===== src/logic/listen_addr_defines.svh =====
/*
 Constants for the bus listen address configuration block.
 Assumes inclusion by bare name from the package and design files.
*/
`ifndef LISTEN_ADDR_DEFINES_SVH
`define LISTEN_ADDR_DEFINES_SVH
`define ADDR_W 5
`define ADDR_MAX 5'h1E
`define ADDR_ALL_ONES 5'h1F
`define ADDR_FACTORY 5'h07
`define LISTEN_BASE 8'h20
`define LISTEN_GROUP_MASK 8'hE0
`define UNLISTEN_CMD 8'h3F
`define LOAD_WAIT 2'h3
`define SYNC_FILL 2'h2
`endif


===== src/logic/listen_addr_pkg.sv =====
/*
 Types for the bus listen address configuration block.
 Assumes the defines header is on the include path.
*/
`default_nettype none
`include "listen_addr_defines.svh"
package listen_addr_pkg;
   typedef logic [`ADDR_W-1:0] addr_t;
   typedef struct packed
   {
      logic atn;
      logic valid;
      logic [7:0] data;
   } bus_byte_s;
   typedef enum logic [1:0] {ST_SETTLE, ST_LOAD, ST_RUN} load_e;
endpackage
`default_nettype wire


===== src/logic/listen_addr_config.sv =====
/*
 Listen-only bus address configuration: captures the switch address after
 reset, maps it to its listen character and gates received data bytes.
 Assumes switch pins are asynchronous and that bus bytes arrive already
 synchronised to mclk as one-cycle valid strobes with attention flagged.
*/
// How it works
// RQ1 - Device is listener only; it holds a listen address and never talks.
// RQ2 - Address bits come from switches, first switch lsb, fifth switch msb.
// RQ3 - Addresses 00 to 30 are valid; switch values above 30 are invalid.
// RQ4 - Factory preset address is decimal 07, pattern 00111.
// RQ5 - Switches load into stored address only at power-up or reset.
// RQ6 - Listen character equals address plus space; 00 is space, 30 is '>'.
// RQ7 - All switches one (31) stores address 30 instead.
// RQ8 - Switch on set side reads one, clear side reads zero.
// RQ9 - Data bytes accepted only after a matching listen command.
`default_nettype none
`include "listen_addr_defines.svh"
module listen_addr_config
   import listen_addr_pkg::*;
(
   input wire logic mclk,
   input wire logic reset,
   input wire logic address_switch_lsb,
   input wire logic [2:0] address_switch_mid,
   input wire logic address_switch_msb,
   input wire bus_byte_s bus_in,
   output logic [`ADDR_W-1:0] listen_addr,
   output logic [7:0] listen_char,
   output logic addr_loaded,
   output logic switch_invalid,
   output logic listening,
   output logic talk_enable,
   output logic [7:0] rx_data,
   output logic rx_valid
);
   addr_t sw_meta_r;
   addr_t sw_sync_r;
   addr_t addr_r;
   logic [7:0] char_r;
   logic inval_r;
   logic lacs_r;
   logic [7:0] rx_data_r;
   logic rx_valid_r;
   logic [1:0] wait_r;
   load_e state_r;
   load_e state_nxt;
   logic loaded_r;
   logic talk_r;
   wire addr_t sw_raw;
   wire addr_t sw_fixed;
   wire logic sw_over;
   wire logic load_now;
   wire logic [7:0] char_nxt;
   wire logic is_my_listen;
   wire logic is_unlisten;
   wire logic is_other_listen;
   wire logic data_take;

   // Set side of each switch drives a one
   assign sw_raw = {address_switch_msb, address_switch_mid, address_switch_lsb}; // RQ2 RQ8
   assign sw_over = (sw_sync_r > `ADDR_MAX); // RQ3
   assign sw_fixed = (sw_sync_r == `ADDR_ALL_ONES) ? `ADDR_MAX : sw_sync_r; // RQ7
   assign load_now = (state_r == ST_LOAD);
   assign char_nxt = `LISTEN_BASE + {3'h0, sw_fixed}; // RQ6
   assign is_my_listen = bus_in.valid && bus_in.atn && (bus_in.data == char_r); // RQ9
   assign is_unlisten = bus_in.valid && bus_in.atn && (bus_in.data == `UNLISTEN_CMD);
   // Unlisten shares the listen group code space, so it is kept apart here
   assign is_other_listen = bus_in.valid && bus_in.atn
      && ((bus_in.data & `LISTEN_GROUP_MASK) == `LISTEN_BASE)
      && !is_my_listen && !is_unlisten;
   assign data_take = bus_in.valid && !bus_in.atn && lacs_r && load_now == 1'b0
      && state_r == ST_RUN; // RQ9

   // Two stages before the switches are read
   always_ff @(posedge mclk or posedge reset)
   begin
      if (reset)
      begin
         sw_meta_r <= '0;
         sw_sync_r <= '0;
      end
      else
      begin
         sw_meta_r <= sw_raw;
         sw_sync_r <= sw_meta_r;
      end
   end

   // Waits for the synchroniser to fill, loads once, then ignores switches
   always_comb
   begin
      state_nxt = state_r;
      case (state_r)
         ST_SETTLE: if (wait_r == `LOAD_WAIT) state_nxt = ST_LOAD;
         ST_LOAD: state_nxt = ST_RUN;
         ST_RUN: state_nxt = ST_RUN; // RQ5
         default: state_nxt = ST_SETTLE;
      endcase
   end

   always_ff @(posedge mclk or posedge reset)
   begin
      if (reset)
      begin
         state_r <= ST_SETTLE;
         wait_r <= 2'h0;
         loaded_r <= 1'b0;
      end
      else
      begin
         state_r <= state_nxt;
         loaded_r <= (state_nxt == ST_RUN);
         if (state_r == ST_SETTLE)
            wait_r <= wait_r + 2'h1;
      end
   end

   // Factory value stands until the first load after reset
   always_ff @(posedge mclk or posedge reset)
   begin
      if (reset)
      begin
         addr_r <= `ADDR_FACTORY; // RQ4
         char_r <= `LISTEN_BASE + {3'h0, `ADDR_FACTORY};
         inval_r <= 1'b0;
      end
      else if (load_now) // RQ5
      begin
         addr_r <= sw_fixed; // RQ7
         char_r <= char_nxt; // RQ6
         inval_r <= sw_over; // RQ3
      end
   end

   // Listener state; a new listen of another device does not unaddress us
   always_ff @(posedge mclk or posedge reset)
   begin
      if (reset)
      begin
         lacs_r <= 1'b0;
         rx_data_r <= 8'h00;
         rx_valid_r <= 1'b0;
         talk_r <= 1'b0;
      end
      else
      begin
         // Listen-only: the talker flag never leaves its reset value
         talk_r <= 1'b0; // RQ1
         if (state_r != ST_RUN || is_unlisten)
            lacs_r <= 1'b0;
         else if (is_my_listen)
            lacs_r <= 1'b1; // RQ9
         rx_valid_r <= data_take;
         if (data_take)
            rx_data_r <= bus_in.data;
      end
   end

   assign listen_addr = addr_r;
   assign listen_char = char_r;
   assign addr_loaded = loaded_r;
   assign switch_invalid = inval_r;
   assign listening = lacs_r;
   assign talk_enable = talk_r; // RQ1
   assign rx_data = rx_data_r;
   assign rx_valid = rx_valid_r;
endmodule
`default_nettype wire


===== config.mk =====
export PLATFORM = sky130hd
export DESIGN_NAME = listen_addr_config
export DESIGN_NICKNAME = d
export VERILOG_FILES = /design/src/logic/listen_addr_pkg.sv /design/src/logic/listen_addr_config.sv
export VERILOG_INCLUDE_DIRS = /design/src /design/src/logic
export SDC_FILE = /design/constraint.sdc
export NUM_CORES = 1
export LEC_CHECK = 0
export BUFFER_PORTS_ARGS = -buffer_cell sky130_fd_sc_hd__buf_2
export CAP_MARGIN = 20
export CELL_PAD_IN_SITES_DETAIL_PLACEMENT = 1
export CELL_PAD_IN_SITES_GLOBAL_PLACEMENT = 1
export CORE_MARGIN = 4
export CORE_UTILIZATION = 38
export DETAILED_ROUTE_END_ITERATION = 10
export PLACE_DENSITY_LB_ADDON = 0.1
export SETUP_SLACK_MARGIN = 0.4
export SYNTH_ARGS = -nofsm -noshare
export SYNTH_HDL_FRONTEND = slang
export SYNTH_SLANG_ARGS = --single-unit

===== constraint.sdc =====
create_clock -name mclk -period 1.75 [get_ports mclk]
set_input_delay 0.0875 -clock mclk [delete_from_list [all_inputs] [get_ports mclk]]
set_output_delay 0.0875 -clock mclk [all_outputs]
set_load 0.005 [all_outputs]

==> metrics.md, run 1 <==
| Metric | Value |
|---|---|
| Hold endpoint | rx_data[7]$_DFFE_PP0P_ |
| Hold Path Origin | bus_in[7] |
| Total grt overflow | 0 |
| Crit end category | flip-flop |
| Share of the synthesized area in the top cell type | roughly 55% |
| Dominant cells by area after synthesis | dfrtp_1, mux2_2, dfstp_2 |
| Mux contribution to synthesized area | between 10% and 20% |
| Synth cell count leaders | dfrtp_1, mux2_2, buf_4, xor2_1 |
| Sink Count | 31 |
| Largest family of logic cells by synthesized area | multiplexers |
| Clock slew at reported path FFs | ~0.090 ns |
| Cell taking the most area after synthesis | dfrtp_1 |
| NumNets Final | between 150 and 200 |
| I/O pins | between 40 and 50 |
| Most frequent cell after synthesis | dfrtp_1 |
| Cells on worst reg2reg path | 4 |
| Post-Synth XOR/XNOR Area | 4.13% |
| Post-DRT Antenna Nets | 0 |
| DR iter-0 viols | 12 |
| Max-slew violation count | 0 |
| Maxcap violations | 0 |
| Tightest Hold Check Type | primary input to flip-flop |
| Via/cell ratio | 4.57 |
| Status | completed |
| Detailed Routing Iterations Pass 1 | 2 |
| Async S/R FF share, synth | between 90% and 100% |
| Area grow syn2layout | 35.5% |
| DIE AREA | ~4300 um2 |
| Row cnt | 20 |
| Drt total wl | 2.82 mm |
| Largest net degree at the start of global routing | 32 |
| Total track usage | between 10% and 20% |
| Tot Pwr | 1.43 mW |
| R2r startpoint | state_r[0]$_DFF_PP0_ |
| Leakage | ~0.88 nW |
| Cell count after synthesis | 90 |
| CP Launch Type | flip-flop |
| Max FO, Critical Path | 9 |
| Initial antenna violation count | 0 |
| CTS tree | done |
| Global placement routability congestion | between 0.7 and 0.8 |
| Worst path arrival time | 1.64 ns |
| Max clock buf depth | 2 |
| Total Neg Setup Slack | 0 ns |
| Worst vdd ir | between 0.0004 and 0.0005 V |
| Hold depth | 2 |
| Clock Latency Late Sink | ~0.32 ns |
| Drt drc | 0 |
| Post-synthesis compound-gate area fraction | roughly 1.7% |
| Chip Height | between 60 and 70 um |
| Fin. Hold Viols | 0 |
| Reported net switching power | 0.338 mW |
| Die W | 65.8 um |
| Global-route wire length before repair | about 4.7 mm |
| Worst Skew | 0.0102 ns |
| Core Region | approximately 3100 um2 |
| Routed length per instance | between 10 and 15 um |
| Adder-cell share of the synthesized area | 4.92% |
| Port Buffers | 38 |
| Share of cells above drive strength 1 | 53.8% |
| Antenna diodes | 0 |
| Number of global-route vias before repair | between 900 and 1000 |
| Final Cycle Share | approximately four fifths |
| Critical Path RT | a little under 2 ns |
| Setup violations, final | 0 |
| Root Buffer | clkbuf_4 |
| Pwr dens | approximately 830 nW/um2 |
| Fmax | 0.700 GHz |
| Most used flip-flop cell after synthesis | dfrtp_1 |
| WHS | between 0.02 and 0.025 ns |
| Combinational power share | ~14% |
| WS Path Type | flip-flop to flip-flop |
| Fill cells | about 350 |
| Initial Util | about two fifths |
| Simple-gate share of the synthesized area | 7.78% |
| Post-Synthesis Cell Area | between 1000 and 1500 um2 |
| Sequential share of the synthesized area | between 60% and 70% |
| EDFF count, synth | 0 |
| Yosys warns | 0 |
| Unrepaired setup endpoints after global routing | true |
| Clock Power Share | around 30% |
| R2R Setup Slk | between 0.3 and 0.4 ns |
| Sw frac | around a quarter |
| Reg2reg end | rx_data[4]$_DFFE_PP0P_ |
| Reg power frac | between 50% and 60% |
| Distinct cells, synth | 22 |
| Inserted Clock Buffers | 5 |
| Internal power | 1.09 mW |
| Via count | approximately 860 |
| Fin crit period | around 1.4 ns |
| CTS H-tree depth | 2 |
| Post-Syn Area per Cell | 14.1 um2 |
| Yosys reg bits | 31 |
==> critical path, cell delays in order (launching register included) <==
cell,delay [ns]
dfrtp_1,0.39
buf_4,0.15
ha_4,0.20
nor2_4,0.24
mux2_4,0.33
==> cell usage in the layout (no fill, tap or decap), types with 3 or more instances in the layout <==
cell           netlist  layout
xor2_1               6       6
inv_1                5       3
ha_1                 5       3
buf_2                1      38
dfrtp_1             28      28
nor2_1               4       4
buf_4                9       8
mux2_4               0       8
dfstp_2              3       3
clkbuf_4             0       5
dlygate4sd3_1        0       8
conb_1               2       4
mux2_2              14       6
==> area by class of cell <==
cell class                      instances  area [um2]  area share, %
Inverter                                5        18.8           1.09
Timing Repair Buffer                   54         330           19.2
Multi-Input combinational cell         47         479           27.8
Clock inverter                          1        5.00          0.290
Sequential cell                        31         779           45.2
Clock buffer                            7        55.1           3.20
Tap cell                               44        55.1           3.20
==> worst max path at each step <==
stage | from | end | depth (start not counted)
after global placement | state_r[0]$_DFF_PP0_ | rx_data[6]$_DFFE_PP0P_ | 5
after CTS | state_r[0]$_DFF_PP0_ | rx_data[7]$_DFFE_PP0P_ | 5
final | state_r[0]$_DFF_PP0_ | rx_data[4]$_DFFE_PP0P_ | 4
after floorplan | state_r[0]$_DFF_PP0_ | rx_data[0]$_DFFE_PP0P_ | 5
after global routing | state_r[0]$_DFF_PP0_ | rx_data[7]$_DFFE_PP0P_ | 5
after detailed placement | state_r[0]$_DFF_PP0_ | rx_data[7]$_DFFE_PP0P_ | 5
==> per-layer routing <==
metal  track usage (%)  vias up  part of all wire (%)
met5                 0        -                     0
met4              7.51        0                   3.1
met3              6.12       10                   7.9
met2              26.0       37                    51
met1              15.3      422                    38
li1                  -      395                     -
==> what timing repair did <==
item | in CTS | in global routing
setup buffers | 5 | 2
hold buffers | 8 | 0
endpoints found under the hold margin | 35 | 0
gates cloned | 1 | 0
gates resized for setup | 10 | 5
endpoints found under the setup margin | 11 | 11
pin swaps | 3 | 5
==> per-stage QoR <==
stage,cells,cell area [um2],util (%),worst slack [ns]
after floorplan,92,1280,-,0.317
after global placement,165,1460,46.7,0.222
after detailed placement,165,1460,46.7,0.143
after CTS,187,1690,54.1,0.291
after global routing,189,1720,55.1,0.245
final,189,1720,55.1,0.321
==> power by group through the flow <==
stage          registers, mW  logic, mW  clock network (mW)
5_1_grt                0.814      0.218               0.486
4_1_cts                0.808      0.191               0.449
3_5_place_dp           0.821      0.161                   0
6_report               0.806      0.198               0.423
3_3_place_gp           0.815      0.155                   0
2_1_floorplan          0.818     0.0817                   0
==> registers in the layout (all words and copies together) (netlist names) <==
| signal | flops |
|---|---|
| state_r | 2 |
| switch_invalid | 1 |
| rx_data | 8 |
| listen_char | 5 |
| addr_loaded | 1 |
| sw_sync_r | 5 |
| sw_meta_r | 5 |
| rx_valid | 1 |
| wait_r | 2 |
| listening | 1 |
==> kinds of logic (layout without fill, tap and decap cells) <==
| logic type | after synthesis | count (layout) |
|---|---|---|
| compound gates | 3 | 3 |
| xor+xnor | 6 | 6 |
| fa+ha+maj | 5 | 5 |
| buf+inv | 15 | 67 |
| flops | 31 | 31 |
| mux | 14 | 14 |
| other cells | 2 | 4 |
| simple gates | 14 | 15 |
No activity file was read; power rests on OpenSTA's default activity.
==> inputs of run 2 (changes only) <==
--- a/config.mk
+++ b/config.mk
@@ -11,7 +11,7 @@
 export CELL_PAD_IN_SITES_DETAIL_PLACEMENT = 1
 export CELL_PAD_IN_SITES_GLOBAL_PLACEMENT = 1
 export CORE_MARGIN = 4
-export CORE_UTILIZATION = 38
+export CORE_UTILIZATION = 35
 export DETAILED_ROUTE_END_ITERATION = 10
 export PLACE_DENSITY_LB_ADDON = 0.1
 export SETUP_SLACK_MARGIN = 0.4
==> constraint.sdc (replaced) <==
create_clock -name mclk -period 1.25 [get_ports mclk]
set_input_delay 0.0625 -clock mclk [delete_from_list [all_inputs] [get_ports mclk]]
set_output_delay 0.0625 -clock mclk [all_outputs]
set_load 0.005 [all_outputs]
==> run 2 against run 1 <==
  * The flow now finishes with violations (hold timing, setup timing)
  * Combinational power up 68%
  * Final cell count up 9.5%
  * Count of clock-buffer cells in the layout up 1
  * Die area up 7.5%
  * Core utilization up 3.1 points
  * Power up 48%
  * Final area up 15%
  * Largest cell class unchanged
  * Largest power group unchanged
==> metrics.md, run 2 (synthesis gave the netlist of run 1 again) <==
| Metric | Value |
|---|---|
| Status | finished with violations |
| Failing checks | hold timing, setup timing |
| Tightest Hold Check Type | primary input to flip-flop |
| Max clock buf depth | 2 |
| Initial Util | about 37% |
| CP startpoint | state_r[0]$_DFF_PP0_ |
| Commonest non-fill, non-tap cell in the layout | buf_2 |
| Detailed Routing Iterations Pass 1 | 2 |
| Clock slew at reported path FFs | roughly 0.10 ns |
| Chip Height | between 60 and 70 um |
| I/O pins | 43 |
| CTS H-tree depth | 2 |
| Unrepaired setup endpoints after global routing | true |
| Leakage | 0.989 nW |
| NumNets Final | ~180 |
| Inserted Clock Buffers | 5 |
| Fin crit period | approximately 1.4 ns |
| Fmax | between 0.7 and 0.8 GHz |
| Pwr dens | between 1000 and 1500 nW/um2 |
| Fill cells | around 350 |
| CP Launch Type | flip-flop |
| Share of cells above drive strength 1 | a little under three fifths |
| Post-cts hold buffer count | 14 |
| DIE AREA | between 4000 and 5000 um2 |
| R2r startpoint | state_r[0]$_DFF_PP0_ |
| Sink Count | 31 |
| DR iter-0 viols | 34 |
| Total grt overflow | 0 |
| Post-DRT Antenna Nets | 0 |
| Number of global-route vias before repair | 984 |
| Total track usage | approximately 14% |
| WHS | -0.00463 ns |
| Area grow syn2layout | 56.4% |
| Core Region | ~3400 um2 |
| Global placement routability congestion | roughly 0.7 |
| DP HPWL | 1.93 mm |
| Drt drc | 0 |
| Via count | between 900 and 1000 |
| Die W | ~68 um |
| Global-route wire length before repair | about 4.7 mm |
| Max-slew violation count | 0 |
| Routed length per instance | around 15 um |
| Critical Path RT | 1.47 ns |
| Root Buffer | clkbuf_4 |
| Worst vdd ir | around 0.00077 V |
| Pre-CTS setup slack | -0.265 ns |
| Antenna diodes | 0 |
| Via/cell ratio | 4.46 |
| Worst path arrival time | ~1.6 ns |
| CTS tree | done |
| Row cnt | 21 |
| Maxcap violations | 0 |
| Final Util | just under 60% |
| Post-route setup slack | -0.157 ns |
| Initial antenna violation count | 0 |
| Port Buffers | 38 |
| Crit end category | flip-flop |
| Final Cycle Share | 113% |
| Largest net degree at the start of global routing | 32 |
| Fin. Hold Viols | 1 |
| WS Path Type | flip-flop to flip-flop |
| Max FO, Critical Path | 5 |
| Most frequent cells in the layout | buf_2, dfrtp_1, dlygate4sd3_1, buf_6, buf_4 |
| Max FFs per register | 8 |
| Worst Skew | between 0.007 and 0.008 ns |
| Total Neg Setup Slack | -1.26 ns |
| Drt total wl | between 3 and 4 mm |
| Setup violations, final | 12 |
| Hold Path Origin | bus_in[6] |
| Clock Latency Late Sink | roughly 0.33 ns |
## run 2: cell count changes in the layout (fill, tap and decap cells not counted), sizes merged
| cell | change |
|---|---|
| buf | +10 |
| dlygate4sd3 | +6 |
| clkbuf | +1 |
| clkinv | -1 |
## run 2: timing repair
item | in CTS | in global routing
gates resized for setup | 18 | 17
endpoints found under the setup margin | 43 | 43
hold endpoints to repair | 41 | 1
pin swaps | 3 | 6
setup buffers | 5 | 3
gates cloned | 1 | 0
## run 2: area by class of cell
class	count	area, um2	area share, %
clock buffers	8	68.8	3.46
flip-flops and latches	31	781	39.3
multi-input cells	47	517	26.0
repair buffers	70	546	27.4
well taps	46	57.6	2.89
inverters	5	18.8	0.944
## run 2: worst max-delay path, stage by stage, from the launching register on
cell and delay (ns):
dfrtp_1 0.39, inv_2 0.08, ha_4 0.14, nand4b_4 0.14
nor2_4 0.19, mux2_2 0.36
## run 2: path summary, 6_finish.rpt
path,slack [ns],cells past startpoint,end
setup / recovery,-0.16,5,rx_data[6]$_DFFE_PP0P_
hold / removal,-0.005,2,rx_data[6]$_DFFE_PP0P_
setup reg to reg,-0.16,5,rx_data[6]$_DFFE_PP0P_
hold reg to reg,0.35,0,sw_sync_r[1]$_DFF_PP0_
max in group asynchronous,0.56,4,listen_char[2]$_DFFE_PP1P_
min in group asynchronous,0.37,4,rx_data[4]$_DFFE_PP0P_
## run 2: per-stage QoR
stage	power, mW	std cells	area, um2	hold WS, ns
finish	2.12	207	1990	-0.00463
global route	2.25	207	1990	-0.0218
CTS	2.14	204	1890	-0.0265
detailed placement	1.38	176	1540	0.173
global placement	1.37	176	1540	0.155
floorplan	1.26	92	1290	0.0939
## run 2: metal layers
metal / track usage (%) / part of all wire [%]
met1: 16.3 / 41
met5: 0 / 0
met4: 6.70 / 1.4
met3: 5.42 / 6.3
met2: 23.5 / 51
## run 2: power by group
part / total (mW) / leakage (nW) / internal [mW] / switching [mW]
registers: 1.13 / 0.381 / 1.08 / 0.0429
logic: 0.332 / 0.570 / 0.209 / 0.123
clock network: 0.659 / 0.0386 / 0.331 / 0.329
==> inputs of run 3 (changes only) <==
--- a/config.mk
+++ b/config.mk
@@ -12,8 +12,10 @@
 export CELL_PAD_IN_SITES_GLOBAL_PLACEMENT = 1
 export CORE_MARGIN = 4
 export CORE_UTILIZATION = 35
+export CTS_BUF_LIST = sky130_fd_sc_hd__clkbuf_16
 export DETAILED_ROUTE_END_ITERATION = 10
-export PLACE_DENSITY_LB_ADDON = 0.1
+export PLACE_DENSITY = 0.8
+export REMOVE_ABC_BUFFERS = 1
 export SETUP_SLACK_MARGIN = 0.4
 export SYNTH_ARGS = -nofsm -noshare
 export SYNTH_HDL_FRONTEND = slang
==> run 3 against run 2 <==
  * The flow still finishes with violations (hold timing, setup timing)
  * Global-route usage rose by 0.60 points
  * Power increased by 21%
  * Non-clock buffer count decreased by 13
  * Critical endpoint is now rx_data[7]$_DFFE_PP0P_
==> metrics.md, run 3 (synthesis gave the netlist of run 1 again) <==
| Metric | Value |
|---|---|
| R2r startpoint | state_r[0]$_DFF_PP0_ |
| Detailed Routing Iterations Pass 1 | 2 |
| R2R Setup Slk | -0.17 ns |
| Max FO, Critical Path | 4 |
| Fmax | 0.703 GHz |
| CP Depth | 5 |
| Clock slew at reported path FFs | 0.05 ns |
| CP delay by family, top | flip-flops |
| Cells on worst reg2reg path | 5 |
| Die W | 68.3 um |
| Crit end category | flip-flop |
| Total grt overflow | 0 |
| Status | finished with violations |
| Final instance area | 1910 um2 |
| Fin crit period | 1.42 ns |
| Reg power frac | 44.3% |
| Drt total wl | around 3.0 mm |
| Post-DRT Antenna Nets | 0 |
| Row cnt | 21 |
| Reg2reg end | rx_data[7]$_DFFE_PP0P_ |
| Leakage | 0.954 nW |
| Port Buffers | 38 |
| Placed inst area | between 1500 and 2000 um2 |
| Post-cts hold buffer count | 5 |
| Unrepaired setup endpoints after global routing | true |
| Chip Height | between 60 and 70 um |
| Post-route setup slack | -0.172 ns |
| Setup violations, final | 16 |
| Crit path cell chain | inv_2 -> ha_4 -> nand4b_4 -> nor2_2 -> mux2_2 |
| DP HPWL | 2.03 mm |
| Antenna diodes | 0 |
| Combinational power share | about an eighth |
| WS Path Type | flip-flop to flip-flop |
| Worst vdd ir | between 0.0009 and 0.001 V |
| Number of global-route vias before repair | 956 |
| Sink Count | 31 |
| Commonest non-fill, non-tap cell in the layout | buf_2 |
| Drt drc | 0 |
| NumNets Final | about 170 |
| Initial Util | a little under two fifths |
| Reported net switching power | 0.562 mW |
| DIE AREA | 4660 um2 |
| Largest net degree at the start of global routing | 22 |
| Max clock buf depth | 2 |
| Routed length per instance | 15.5 um |
| Core Region | between 3000 and 4000 um2 |
| Total track usage | approximately 15% |
| Max-slew violation count | 0 |
| Worst Skew | 0.00614 ns |
| I/O pins | 43 |
| Global placement routability congestion | roughly 0.75 |
| Inserted Clock Buffers | 5 |
| Worst path arrival time | between 1.5 and 2 ns |
| WHS | -0.207 ns |
| CTS tree | done |
| Tot Pwr | 2.55 mW |
| Pwr dens | about 1300 nW/um2 |
| CP peak stage delay | around 0.38 ns |
| Maxcap violations | 0 |
| Critical Path RT | ~1.4 ns |
| Clock Latency Late Sink | approximately 0.27 ns |
| Tightest Hold Check Type | primary input to async pin |
| Root Buffer | clkbuf_16 |
| Area grow syn2layout | 50.0% |
| Global-route wire length before repair | 4.73 mm |
| CP max stage cell | dfrtp_1 |
| CP Launch Type | flip-flop |
| Sw frac | 22.0% |
| Failing checks | hold timing, setup timing |
| Most frequent cells in the layout | buf_2, dfrtp_1, buf_6, mux2_2, buf_4 |
| CTS H-tree depth | 2 |
| Via count | 851 |
| Fin. Hold Viols | 7 |
| Share of cells above drive strength 1 | 58.8% |
| Initial antenna violation count | 0 |
| Internal power | 1.99 mW |
| Worst path bufs/invs | 1 |
| Final Cycle Share | 114% |
| Footprint of the multi-input gates | approximately 500 um2 |
| Max FFs per register | 8 |
| Clock Power Share | a little over two fifths |
| Register Area | 781 um2 |
| Via/cell ratio | 4.39 |
| DR iter-0 viols | 13 |
| Fill cells | approximately 350 |
## run 3: cell types whose count changed in the layout (fill, tap and decap cells not counted), moves of 3 or more
cell	change
mux2_4	-3
clkbuf_16	+5
buf_4	-3
clkbuf_4	-5
dlygate4sd3_1	-9
mux2_2	+3
## run 3: worst max-delay path by stage
stage / startpoint / end / slack (ns)
floorplan: state_r[0]$_DFF_PP0_ / rx_data[0]$_DFFE_PP0P_ / -0.19
global placement: state_r[0]$_DFF_PP0_ / rx_data[4]$_DFFE_PP0P_ / -0.23
detailed placement: state_r[0]$_DFF_PP0_ / rx_data[2]$_DFFE_PP0P_ / -0.30
CTS: state_r[0]$_DFF_PP0_ / rx_data[2]$_DFFE_PP0P_ / -0.19
global route: state_r[0]$_DFF_PP0_ / rx_data[3]$_DFFE_PP0P_ / -0.24
finish: state_r[0]$_DFF_PP0_ / rx_data[7]$_DFFE_PP0P_ / -0.17
## run 3: through the flow
| stage | instances | setup slack, ns | util, % | hold slack [ns] | TNS, ns |
|---|---|---|---|---|---|
| after CTS | 192 | -0.194 | 54.1 | -0.197 | -2.19 |
| after global routing | 194 | -0.244 | 55.8 | -0.169 | -2.89 |
| after detailed placement | 177 | -0.303 | 45.3 | 0.0962 | -2.75 |
| after floorplan | 82 | -0.191 | - | 0.0939 | -1.54 |
| final | 194 | -0.172 | 55.8 | -0.207 | -1.80 |
| after global placement | 177 | -0.228 | 45.3 | 0.0683 | -1.97 |
## run 3: what timing repair did
item	in CTS	in global routing
hold endpoints to repair	12	7
pin swaps	4	3
cloned	1	0
gates resized for setup	22	8
setup endpoints to repair	32	40
buffers inserted	1	2
## run 3: power groups by stage
stage | Sequential (mW) | Combinational [mW] | Clock (mW)
global placement | 1.14 | 0.236 | 0
CTS | 1.13 | 0.296 | 1.13
floorplan | 1.15 | 0.0922 | 0
global route | 1.14 | 0.340 | 1.19
finish | 1.13 | 0.308 | 1.11
detailed placement | 1.14 | 0.246 | 0
## run 3: final cells by class
type,count,area share (%)
inverters,5,0.984
repair buffers,57,22.4
flip-flops and latches,31,40.9
well taps,46,3.02
multi-input cells,47,25.5
clock buffers,5,6.56
clock inverters,3,0.656
## run 3: worst register-to-register path, delay by kind of cell, from the launching register on
| kind | cells | cell delay [ns] |
|---|---|---|
| and+or+nand+nor | 2 | 0.34 |
| DFF | 1 | 0.38 |
| buffers and inverters | 1 | 0.08 |
| adders and majority gates | 1 | 0.15 |
| muxes | 1 | 0.35 |
## run 3: routing by layer
| metal | track usage [%] | routed length [um] | vias up |
|---|---|---|---|
| li1 | - | - | 401 |
| met1 | 15.7 | 1120 | 414 |
| met2 | 25.9 | 1620 | 29 |
| met3 | 6.08 | 209 | 7 |
| met4 | 6.70 | 58 | 0 |
| met5 | 0 | 0 | - |
